### src/inc/ogf_pkg.sv
// constants for the output gain and format block
package ogf_pkg;
    localparam int SAMP_W = 16;
    localparam int MANT_W = 8;
    localparam int EXP_W  = 4;
    localparam int DEC_W  = 3;
    localparam int ADDR_W = 12;
    localparam int FULL_W = 48;
    localparam int FRAC_W = 8;
    localparam int IDX_MANT = 6;
    localparam int IDX_EXP  = 7;
    localparam int IDX_FMT  = 8;
    localparam logic [ADDR_W-1:0] ADDR_MANT = ADDR_W'(4 * IDX_MANT);
    localparam logic [ADDR_W-1:0] ADDR_EXP  = ADDR_W'(4 * IDX_EXP);
    localparam logic [ADDR_W-1:0] ADDR_FMT  = ADDR_W'(4 * IDX_FMT);
    localparam int EXP_SYNC_BIT  = 4;
    localparam int EXP_CKDET_BIT = 5;
    localparam int FMT_MUX_BIT   = 0;
    localparam int FMT_INV_BIT   = 1;
    localparam int FMT_SQ_BIT    = 2;
    localparam int FMT_RND_LO    = 4;
    localparam logic [7:0] MANT_RST    = 8'h00;
    localparam logic [7:0] EXP_RST     = 8'h00;
    localparam logic [7:0] FMT_RST     = 8'h80;
    localparam logic [7:0] EXP_RW_MASK = 8'h3F;
    localparam logic [1:0] MANT_LEAD   = 2'h1;
    localparam logic [3:0] BASE_TOP    = 4'h6;
    localparam logic [3:0] BASE_CODE7  = 4'h7;
    localparam int RND_10 = 10;
    localparam int RND_12 = 12;
    localparam int RND_14 = 14;
    localparam int RND_16 = 16;
    localparam logic [1:0] HTRANS_NONSEQ = 2'h2;
endpackage

### src/rtl/ogf_top.sv
// output gain, rounding and word formatting stage with ahb-lite registers
`timescale 1ns/1ps
// Summary of operation
// 8-bit gain mantissa register, fully read/write.
// 4-bit gain exponent in bits 0..3 of exponent register.
// gain is 2^(exponent-base) times (1 + mantissa/256).
// base is 6 for codes 0,1, one less per step, 0 at 7.
// unity gain puts a 12-bit input in the top 12 output bits.
// gains double buffered; without sync mode they apply right after exponent write.
// in sync mode buffered gains apply when gain sync strobe falls.
// only an exponent write starts a gain update.
// host writes mantissa first, then always the exponent.
// exponent bit 5 turns clock loss detect off, resets to zero.
// interleave bit puts I then Q on I port, strobe rate doubled.
// interleaved: Q port zero, in-phase marker high during I half.
// format bit 1 inverts the word strobe.
// default strobe pulses one cycle before each output word change.
// format bit 2 gives square-wave strobe rising mid output period.
// format bits 4..7 round to top 10, 12, 14 or 16 bits.
// host sets exactly one rounding bit.
// bits below the rounding width read zero.
// gain stage saturates on overflow, always.
// rounding adds half an lsb, saturates, samples two's complement.
module ogf_top
    import ogf_pkg::*;
#(
    parameter int CNT_W = 16
) (
    input  wire logic                     sys_clk,
    input  wire logic                     rst,
    input  wire logic                     hsel,
    input  wire logic [31:0]              haddr,
    input  wire logic [1:0]               htrans,
    input  wire logic                     hwrite,
    input  wire logic [2:0]               hsize,
    input  wire logic [31:0]              hwdata,
    input  wire logic                     hready,
    output logic      [31:0]              hrdata,
    output logic                          hreadyout,
    output logic                          hresp,
    input  wire logic [DEC_W-1:0]         decimation_code,
    input  wire logic                     gain_sync_strobe_n,
    input  wire logic                     in_valid,
    input  wire logic signed [SAMP_W-1:0] in_i,
    input  wire logic signed [SAMP_W-1:0] in_q,
    output logic      [SAMP_W-1:0]        out_i,
    output logic      [SAMP_W-1:0]        out_q,
    output logic                          word_strobe,
    output logic                          in_phase_marker,
    output logic                          clock_loss_detect_off
);

    typedef struct packed {
        logic [7:0]        mant;
        logic [7:0]        expo;
        logic [7:0]        fmt;
        logic [7:0]        act_mant;
        logic [EXP_W-1:0]  act_exp;
        logic              gain_pend;
        logic              gs_s1;
        logic              gs_s2;
        logic              gs_s3;
        logic              wr_pend;
        logic [ADDR_W-1:0] wr_addr;
        logic [SAMP_W-1:0] hold_i;
        logic [SAMP_W-1:0] hold_q;
        logic              fresh;
        logic [CNT_W-1:0]  cnt;
        logic [CNT_W-1:0]  period;
        logic [SAMP_W-1:0] out_i;
        logic [SAMP_W-1:0] out_q;
        logic              ws;
        logic              marker;
        logic [31:0]       hrdata;
        logic              hready;
    } ogf_state_s;

    ogf_state_s st_ff;
    ogf_state_s nxt_st;

    // base shift from decimation code
    function automatic logic [EXP_W-1:0] ogf_base(input logic [DEC_W-1:0] code);
        if (code <= DEC_W'(1)) begin
            ogf_base = BASE_TOP;
        end else begin
            ogf_base = BASE_CODE7 - EXP_W'(code);
        end
    endfunction

    // gain, round and saturate one sample; result keeps 8 fraction bits before rounding
    function automatic logic [SAMP_W-1:0] ogf_scale(
        input logic signed [SAMP_W-1:0] x,
        input logic [7:0]               m,
        input logic [EXP_W-1:0]         s,
        input logic [EXP_W-1:0]         b,
        input logic [3:0]               rsel
    );
        logic signed [SAMP_W+9:0] prod;
        logic signed [FULL_W-1:0] v;
        logic signed [FULL_W-1:0] one;
        logic signed [FULL_W-1:0] lim;
        int                       n;
        int                       k;
        prod = x * $signed({MANT_LEAD, m});
        v    = (FULL_W'(prod) <<< s) >>> b;
        one  = FULL_W'(1);
        n    = rsel[0] ? RND_10 : rsel[1] ? RND_12 : rsel[2] ? RND_14 : RND_16;
        k    = FRAC_W + SAMP_W - n;
        v    = (v + (one <<< (k - 1))) >>> k;
        lim  = (one <<< (n - 1)) - one;
        if (v > lim) begin
            v = lim;
        end else if (v < -lim - one) begin
            v = -lim - one;
        end
        ogf_scale = SAMP_W'(v <<< (SAMP_W - n));
    endfunction

    logic              ahb_sel;
    logic              exp_wr;
    logic              mux_on;
    logic              gs_fall;
    logic [CNT_W-1:0]  half;
    logic [CNT_W-1:0]  seg;
    logic [CNT_W-1:0]  ph;
    logic              sq;
    logic              pulse;

    always_comb begin
        nxt_st  = st_ff;
        ahb_sel = hsel & hready & htrans[1];
        exp_wr  = 1'b0;
        // bus data phase: single word writes take effect at its end
        if (st_ff.wr_pend) begin
            case (st_ff.wr_addr)
                ADDR_MANT: begin
                    nxt_st.mant = hwdata[7:0];
                end
                ADDR_EXP: begin
                    nxt_st.expo = hwdata[7:0] & EXP_RW_MASK;
                    exp_wr      = 1'b1;
                end
                ADDR_FMT: begin
                    nxt_st.fmt = hwdata[7:0];
                end
                default: begin
                end
            endcase
        end
        nxt_st.wr_pend = ahb_sel & hwrite;
        nxt_st.wr_addr = haddr[ADDR_W-1:0];
        nxt_st.hready  = 1'b1;
        nxt_st.hrdata  = 32'h0000_0000;
        // read from next values so a write just before is seen
        if (ahb_sel && !hwrite) begin
            case (haddr[ADDR_W-1:0])
                ADDR_MANT: nxt_st.hrdata = {24'h00_0000, nxt_st.mant};
                ADDR_EXP:  nxt_st.hrdata = {24'h00_0000, nxt_st.expo};
                ADDR_FMT:  nxt_st.hrdata = {24'h00_0000, nxt_st.fmt};
                default:   nxt_st.hrdata = 32'h0000_0000;
            endcase
        end

        // gain strobe synchroniser; edge seen on stages two and three
        nxt_st.gs_s1 = gain_sync_strobe_n;
        nxt_st.gs_s2 = st_ff.gs_s1;
        nxt_st.gs_s3 = st_ff.gs_s2;
        gs_fall      = st_ff.gs_s3 & ~st_ff.gs_s2;
        if (st_ff.gain_pend && gs_fall && st_ff.expo[EXP_SYNC_BIT]) begin
            nxt_st.act_mant  = st_ff.mant;
            nxt_st.act_exp   = st_ff.expo[EXP_W-1:0];
            nxt_st.gain_pend = 1'b0;
        end
        if (exp_wr) begin
            if (!nxt_st.expo[EXP_SYNC_BIT]) begin
                nxt_st.act_mant  = nxt_st.mant;
                nxt_st.act_exp   = nxt_st.expo[EXP_W-1:0];
                nxt_st.gain_pend = 1'b0;
            end else begin
                nxt_st.gain_pend = 1'b1;
            end
        end
        if (!st_ff.expo[EXP_SYNC_BIT] && st_ff.gain_pend) begin
            nxt_st.act_mant  = st_ff.mant;
            nxt_st.act_exp   = st_ff.expo[EXP_W-1:0];
            nxt_st.gain_pend = 1'b0;
        end

        // sample capture and output period measurement
        mux_on = st_ff.fmt[FMT_MUX_BIT];
        if (in_valid) begin
            nxt_st.hold_i = ogf_scale(in_i, st_ff.act_mant, st_ff.act_exp,
                                      ogf_base(decimation_code), st_ff.fmt[7:FMT_RND_LO]);
            nxt_st.hold_q = ogf_scale(in_q, st_ff.act_mant, st_ff.act_exp,
                                      ogf_base(decimation_code), st_ff.fmt[7:FMT_RND_LO]);
            nxt_st.cnt    = '0;
            nxt_st.period = (&st_ff.cnt) ? st_ff.cnt : st_ff.cnt + CNT_W'(1);
        end else if (!(&st_ff.cnt)) begin
            nxt_st.cnt = st_ff.cnt + CNT_W'(1);
        end
        nxt_st.fresh = in_valid;
        half = st_ff.period >> 1;

        // word changes: I at end of fresh cycle, Q with it, or in interleave half a period later
        if (st_ff.fresh) begin
            nxt_st.out_i  = st_ff.hold_i;
            nxt_st.marker = mux_on;
        end else if (mux_on && st_ff.cnt == half && half != '0) begin
            nxt_st.out_i  = st_ff.hold_q;
            nxt_st.marker = 1'b0;
        end
        if (mux_on) begin
            nxt_st.out_q = '0;
        end else begin
            nxt_st.marker = 1'b0;
            if (st_ff.fresh) begin
                nxt_st.out_q = st_ff.hold_q;
            end
        end

        // strobe: pulse the cycle before a change, or square wave
        pulse = in_valid | (mux_on & (nxt_st.cnt == half) & (half != '0));
        seg   = mux_on ? half : st_ff.period;
        ph    = (mux_on && nxt_st.cnt >= half) ? nxt_st.cnt - half : nxt_st.cnt;
        sq    = (ph >= (seg >> 1));
        nxt_st.ws = (st_ff.fmt[FMT_SQ_BIT] ? sq : pulse) ^ st_ff.fmt[FMT_INV_BIT];
    end

    always_ff @(posedge sys_clk or posedge rst) begin
        if (rst) begin
            st_ff      <= '0;
            st_ff.mant <= MANT_RST;
            st_ff.expo <= EXP_RST;
            st_ff.fmt  <= FMT_RST;
        end else begin
            st_ff <= nxt_st;
        end
    end

    assign hrdata                = st_ff.hrdata;
    assign hreadyout             = st_ff.hready;
    assign hresp                 = 1'b0;
    assign out_i                 = st_ff.out_i;
    assign out_q                 = st_ff.out_q;
    assign word_strobe           = st_ff.ws;
    assign in_phase_marker       = st_ff.marker;
    assign clock_loss_detect_off = st_ff.expo[EXP_CKDET_BIT];

    a_exp_write_apply: assert property (@(posedge sys_clk) disable iff (rst)
        (st_ff.wr_pend && st_ff.wr_addr == ADDR_EXP && !hwdata[EXP_SYNC_BIT])
        |=> (st_ff.act_exp == $past(hwdata[EXP_W-1:0]) && st_ff.act_mant == st_ff.mant))
        else $error("gain not applied after exponent write");

    a_sync_gain_hold: assert property (@(posedge sys_clk) disable iff (rst)
        (st_ff.expo[EXP_SYNC_BIT] && !(st_ff.gs_s3 && !st_ff.gs_s2) && st_ff.gain_pend
         && !(st_ff.wr_pend && st_ff.wr_addr == ADDR_EXP))
        |=> $stable(st_ff.act_exp) && $stable(st_ff.act_mant))
        else $error("sync gain changed without strobe");

    a_mant_no_update: assert property (@(posedge sys_clk) disable iff (rst)
        (st_ff.wr_pend && st_ff.wr_addr == ADDR_MANT && !st_ff.gain_pend)
        |=> $stable(st_ff.act_mant))
        else $error("mantissa write alone changed gain");

    a_ckdet_follow: assert property (@(posedge sys_clk) disable iff (rst)
        (st_ff.wr_pend && st_ff.wr_addr == ADDR_EXP)
        |=> clock_loss_detect_off == $past(hwdata[EXP_CKDET_BIT]))
        else $error("clock loss detect bit wrong");

    a_q_zero_mux: assert property (@(posedge sys_clk) disable iff (rst)
        $past(st_ff.fmt[FMT_MUX_BIT]) |-> out_q == '0
            && (!in_phase_marker || out_i == $past(st_ff.hold_i, 1) || $stable(out_i)))
        else $error("q port not zero in interleave");

    a_ws_invert: assert property (@(posedge sys_clk) disable iff (rst)
        (in_valid && !st_ff.fmt[FMT_SQ_BIT]) |=> word_strobe == !$past(st_ff.fmt[FMT_INV_BIT]))
        else $error("strobe polarity wrong");

    a_ws_before_word: assert property (@(posedge sys_clk) disable iff (rst)
        (in_valid && st_ff.fmt[2:1] == 2'h0) |=> word_strobe ##1 out_i == $past(st_ff.hold_i))
        else $error("strobe pulse not one cycle before word");

    a_low_bits_zero: assert property (@(posedge sys_clk) disable iff (rst)
        (st_ff.fresh && st_ff.fmt[7:FMT_RND_LO] == 4'h1) |=> out_i[5:0] == 6'h00)
        else $error("bits below rounding width not zero");

endmodule

### config.mk
export PLATFORM = sky130hd
export DESIGN_NAME = ogf_top
export DESIGN_NICKNAME = d
export VERILOG_FILES = /design/src/inc/ogf_pkg.sv /design/src/rtl/ogf_top.sv
export SDC_FILE = /design/constraint.sdc
export NUM_CORES = 2
export LEC_CHECK = 0
export ABC_AREA = 1
export BUFFER_PORTS_ARGS = -buffer_cell sky130_fd_sc_hd__buf_2
export CAP_MARGIN = 40
export CELL_PAD_IN_SITES_DETAIL_PLACEMENT = 1
export CELL_PAD_IN_SITES_GLOBAL_PLACEMENT = 1
export CORE_UTILIZATION = 45
export CTS_CLUSTER_DIAMETER = 200
export DETAILED_ROUTE_END_ITERATION = 16
export HOLD_SLACK_MARGIN = 0.1
export PLACE_DENSITY_LB_ADDON = 0.1
export RECOVER_POWER = 50
export SETUP_SLACK_MARGIN = 0.4
export SYNTH_ARGS = -nofsm -noshare
export SYNTH_HDL_FRONTEND = slang
export SYNTH_SLANG_ARGS = --single-unit
### constraint.sdc
create_clock -name sys_clk -period 16.7 [get_ports sys_clk]
set_input_delay 2.505 -clock sys_clk [delete_from_list [all_inputs] [get_ports sys_clk]]
set_output_delay 2.505 -clock sys_clk [all_outputs]
set_load 0.05 [all_outputs]
### Word-level counts from Yosys, hierarchy flattened

Index checks and enable logic that the tools add are counted.
Widths: inputs -> output; s select.

| storage, ports and cells | value |
|---|---|
| output and inout bits | 69 |
| register bits | 185 |
| word-level logic and storage cells | 121 |
| input port bits | 111 |

| operators by class | value |
|---|---|
| add/subtract/negate cells | 12 |
| multiplexer cells | 36 |
| $lt $le $gt $ge | 7 |
| eq/ne operators | 9 |
| shift operators | 10 |
| $mul | 2 |
| bitwise logic cells | 9 |
| reductions and logical operators | 14 |

Operator list:

| cell | number |
|---|---|
| $mux 48 | 6 |
| $mux 16 | 8 |
| $add 48x48->48 | 2 |
| $gt 48x48->1 | 2 |
| $lt 48x48->1 | 2 |
| $sshl 2x32->48 const A | 2 |
| $sshl 26x4->48 | 2 |
| $sshl 48x32->16 | 2 |
| $sshr 48x32->48 | 2 |
| $sshr 48x4->48 | 2 |
| $sub 48x2->48 const B | 2 |
| $mul 16x10->26 | 2 |
| $eq 12x5->1 const B | 4 |
| $neg 48->48 | 1 |
| $mux 13 | 3 |
| $eq 16x15->1 | 2 |
| $ge 16x15->1 | 2 |
| $mux 8 | 4 |
| $eq 12x6->1 const B | 2 |
| $mux 24 | 1 |
| $pmux 8 s3 | 1 |
| $add 16x1->16 const B | 1 |
| $reduce_and 16->1 | 1 |
| $reduce_bool 16->1 | 1 |
| 19 further kinds | 42 |

### Longest topological paths before layout

| depth | value |
|---|---|
| word-level depth | 13 |
| mapped depth | 81 |
| depth with buffers taken out | 79 |

### Least setup slack after synthesis

No wires, ideal clock.

| timing | value |
|---|---|
| kind | in2reg |
| start point | input port in_i[15] |
| end point | register st_ff[125] in the netlist's numbering |
| data arrival time | 11.758 ns |
| stages on the path | 70 |
| slack | 4.821 ns |
| setup time | 0.120 ns |
| cells stage by stage | buf_4 -> nand2_1 -> inv_1 -> fa_1 -> inv_1 -> fa_1 -> inv_1 -> fa_1 -> inv_1 -> fa_1 -> fa_1 -> inv_1 -> ha_1 -> nand2_1 -> nor2_1 -> nand2_1 -> nor3_2 -> nand2_2 -> (+34 left out) -> nor2_1 -> o21ai_0 -> o311ai_0 -> nor2_1 -> nand3_1 -> nand2_1 -> nand2_1 -> inv_1 -> clkbuf_1 -> nor2_1 -> a21oi_1 -> nand2_1 -> nand3_1 -> nand2_1 -> nand2_1 -> nand2_1 -> o21ai_1 -> nand2_1 |

| on the way | value |
|---|---|
| cells in the longest elaborated chain, start to end | 10 |
| elaborated cells on any way between the ends | 11 |
| those cells by class | 1 x add/sub; 1 x mul; 2 x order compare; 4 x shift; 3 x mux |

RTL lines:

| what | RTL line | source |
|---|---|---|
| from (decl) | ogf_top.sv:44 | `input wire logic signed [SAMP_W-1:0] in_i,` |
| $mul 16x10->26 * | ogf_top.sv:104 | `prod = x * $signed({MANT_LEAD, m});` |
| $sshl 26x4->48 * | ogf_top.sv:105 | `v = (FULL_W'(prod) <<< s) >>> b;` |
| $sshr 48x4->48 * | ogf_top.sv:105 |  |
| $add 48x48->48 * | ogf_top.sv:109 | `v = (v + (one <<< (k - 1))) >>> k;` |
| $sshr 48x32->48 * | ogf_top.sv:109 |  |
| $lt 48x48->1 | ogf_top.sv:113 | `end else if (v < -lim - one) begin` |
| $mux 48 | ogf_top.sv:113 |  |
| $mux 48 * | ogf_top.sv:111 | `if (v > lim) begin` |
| $mux 48 * | ogf_top.sv:191 | `if (in_valid) begin` |
| $sshl 48x32->16 * | ogf_top.sv:116 | `ogf_scale = SAMP_W'(v <<< (SAMP_W - n));` |
| to (signal assigned) | ogf_top.sv:236 | `st_ff <= nxt_st;` |
| to (decl) | ogf_top.sv:78 | `ogf_state_s st_ff;` |

Mark *: on every way between the ends. The rest lies on a longest branch, timed or not. The select of a mux whose other input is x is not followed.
A chain may end at the register's enable or synchronous reset.

### Worst setup path after layout

| timing | value |
|---|---|
| start point | input port in_i[15] |
| end point | register st_ff[130] in the netlist's numbering |

The elaborated chain is that of the path after synthesis.

==> results.py <==
metrics = {
    "outcome": {
        "status": "finished, violations left",
        "failed_checks": "max-capacitance violations, max-slew violations",
    },
    "clock_tree": {
        "htreeDepth": 4,
        "cts_setup_buffers": 0,
        "cts_sinks": 160,
        "numCtsBuffers": 17,
        "path_clk_slew_ns": 0.09,
        "worstSkewPairLatency_ns": 0.52,
        "clock_path_buffers": 2,
        "cts_resized": 0,
        "cts_tree": "done",
        "clockRootBuffer": "clkbuf_16",
        "cts_hold_buf": 0,
    },
    "placement": {
        "gp_congestion": 0.994,
        "dp_hpwl_um": 137000,
        "io_buffer_count": 106,
        "dpl.cell_count": 8317,
    },
    "final_layout": {
        "areaGrowthSynthToFinish_pct": 3.86,
        "fin_nets": 7819,
        "n_antenna_cell": 0,
        "drive_gt1_frac": 0.0819,
        "fin_cells": 8350,
        "layout_common_cells": "nand2_1 (1916), nand3_1 (1186), inv_1 (1104)",
        "final_common_cell": "nand2_1",
    },
    "global_route": {
        "grt_max_degree": 85,
        "grt.overflow.total": 0,
        "grt_pass1_wl_um": 263000,
        "first_global_vias": 48100,
        "antenna_found_initial": 1,
        "grt_usage": 0.333,
    },
    "floorplanning": {
        "initial_core_util": 0.458,
        "core_region_area_sq_mm": 0.0956,
        "die_w_um": 314,
        "rows": 113,
        "die-area_sq_mm": 0.0984,
        "die_h_um": 314,
        "io-pin-count": 180,
    },
    "routing": {
        "wl_per_cell_um": 19.6,
        "vias": 47100,
        "ant_nets": 0,
        "viasPerCell": 5.64,
        "route.detailed.drc": 0,
        "routed_wl_um": 163000,
        "dr.first_iter.drc_count": 3158,
        "first_pass_iters": 7,
    },
    "worst_hold_path": {
        "hold_path.class": "reg2reg",
        "holdPathStages": 0,
        "holdCritStartpoint": "nxt_st[146]",
        "hold_end": "nxt_st[145]",
    },
    "yosys": {
        "synth_edf_count": 0,
        "netlist_instances": 7189,
        "synth.distinct_cells": 77,
        "ys.flop_type": "dfrtp_1",
        "async_reset_ff_frac": 1.00,
        "synth_warnings": 0,
        "syn_avg_cell_area_sq_um": 6.08,
        "ys_ff_latch": 160,
        "synth_area_sq_mm": 0.0437,
        "yosysSeqAreaShare": 0.0916,
    },
    "run": {
        "cap_violations": 4,
    },
    "setup_path": {
        "r2r_slack_ns": 3.14,
        "arrival_ns": 15.14,
        "critPathSlowestCell": "fa_1",
        "worst_setup_path_start_kind": "input port",
        "rr_endpoint": "st_ff[115]",
        "worst_path_largest_cell_delay_ns": 0.73,
        "required_ns": 17.09,
        "r2r-start": "st_ff[155]",
        "crit_fanout": 15,
        "cp-end-kind": "flip-flop",
        "critPathKind": "in2reg",
        "cp_common_cell": "nand2_1",
        "r2r_cells": 65,
    },
    "sta": {
        "worstMarginPinSlew_ns": 2.55,
        "fmax_mhz": 67.8,
        "finalSetupViolCount": 0,
        "tns_ns": 0,
        "fin_crit_sh": 0.883,
        "slew_headroom": -0.700,
        "min_period_ns": 14.75,
        "slew_violations": 183,
        "rsz0062_at_grt": "false",
        "fin_skew_ns": 0.0304,
        "hold_violations": 0,
    },
}
## logic make-up (layout without fill, tap and decap cells)
logic type      count (synthesis)  in the layout  synth area share
simple gates                 4009           4009             0.420
buf+inv                      1552           1394             0.145
compound gates                737            737            0.0986
fa+ha+maj                     636            636             0.224
flops                         160            160            0.0916
xor+xnor                       67             67            0.0136
mux                            26             26           0.00609
other cells                     2             56          0.000172
## Yosys cell counts, types with 11 or more instances
| cell type | number | area, sq um |
|---|---|---|
| xnor2_1 | 18 | 158 |
| nor3_1 | 25 | 125 |
| o22ai_1 | 17 | 106 |
| nor2_2 | 48 | 300 |
| buf_2 | 94 | 470 |
| nand2_2 | 60 | 375 |
| buf_4 | 88 | 661 |
| a31oi_1 | 72 | 450 |
| a21oi_1 | 244 | 1220 |
| nand4_1 | 123 | 769 |
| fa_1 | 245 | 4900 |
| nand3_1 | 1186 | 5940 |
| and2_1 | 28 | 175 |
| xor2_1 | 48 | 420 |
| nand3_2 | 119 | 1190 |
| buf_1 | 38 | 143 |
| inv_1 | 1110 | 4170 |
| o221ai_1 | 18 | 158 |
| inv_2 | 72 | 270 |
| a21oi_2 | 13 | 114 |
| o21ai_0 | 200 | 1000 |
| o21bai_1 | 15 | 113 |
| o21ai_2 | 11 | 96.3 |
| ha_1 | 391 | 4890 |
| clkbuf_1 | 114 | 428 |
| nand2_1 | 1917 | 7200 |
| nor2_1 | 415 | 1560 |
| clkbuf_2 | 22 | 110 |
| mux2i_1 | 23 | 230 |
| o211ai_1 | 15 | 113 |
| o21ai_1 | 55 | 275 |
| nor4_1 | 25 | 156 |
| a21o_1 | 12 | 90.1 |
| dfrtp_1 | 159 | 3980 |
## sequential cells by signal, indices dropped and copies added (netlist names)
signal,count
st_ff,98
out_i,16
out_q,16
half,15
hrdata,8
nxt_st,2
clock_loss_detect_off,1
hreadyout,1
in_phase_marker,1
mux_on,1
word_strobe,1
## worst max path at each step
stage / endpoint / start
6_report: st_ff[130] / in_i[15]
2_1_floorplan: st_ff[125] / in_i[15]
4_1_cts: st_ff[131] / in_i[15]
3_3_place_gp: st_ff[129] / in_i[15]
3_5_place_dp: st_ff[131] / in_i[15]
5_1_grt: st_ff[115] / in_q[15]
## layout make-up
class                           instances  area [sq um]
Multi-Input combinational cell       5531         33600
Fill cell                           13400         50200
Tap cell                             1265          1580
Clock inverter                         15           185
Inverter                             1190          4470
Timing Repair Buffer                  172          1130
Clock buffer                           17           425
Sequential cell                       160          4010
## stage by stage
stage	setup slack, ns	util	instance area, sq um	hold slack (ns)
floorplan	4.82	-	43900	0.331
global placement	1.93	0.467	44600	0.338
detailed placement	1.70	0.469	44800	0.346
CTS	2.19	0.476	45500	0.367
global route	0.909	0.475	45400	0.370
finish	1.95	0.475	45400	0.366
## routing by layer
| metal | up-vias | wire (um) | GRT usage |
|---|---|---|---|
| li1 | 22800 | - | - |
| met1 | 23000 | 77400 | 0.467 |
| met2 | 1096 | 74800 | 0.552 |
| met3 | 164 | 8120 | 0.0350 |
| met4 | 0 | 2990 | 0.0662 |
| met5 | - | 0 | 0 |
## worst max-delay path: cells and delay by family
family / cells / cell delay, ns
buf+inv: 13 / 1.61
fa+ha+maj: 8 / 3.99
simple gates: 36 / 5.62
xor+xnor: 1 / 0.29
compound gates: 6 / 1.06
Power is left out: the tool's default activity adds up to more than one toggle a clock period on the data nets, which glitch-free logic cannot reach.
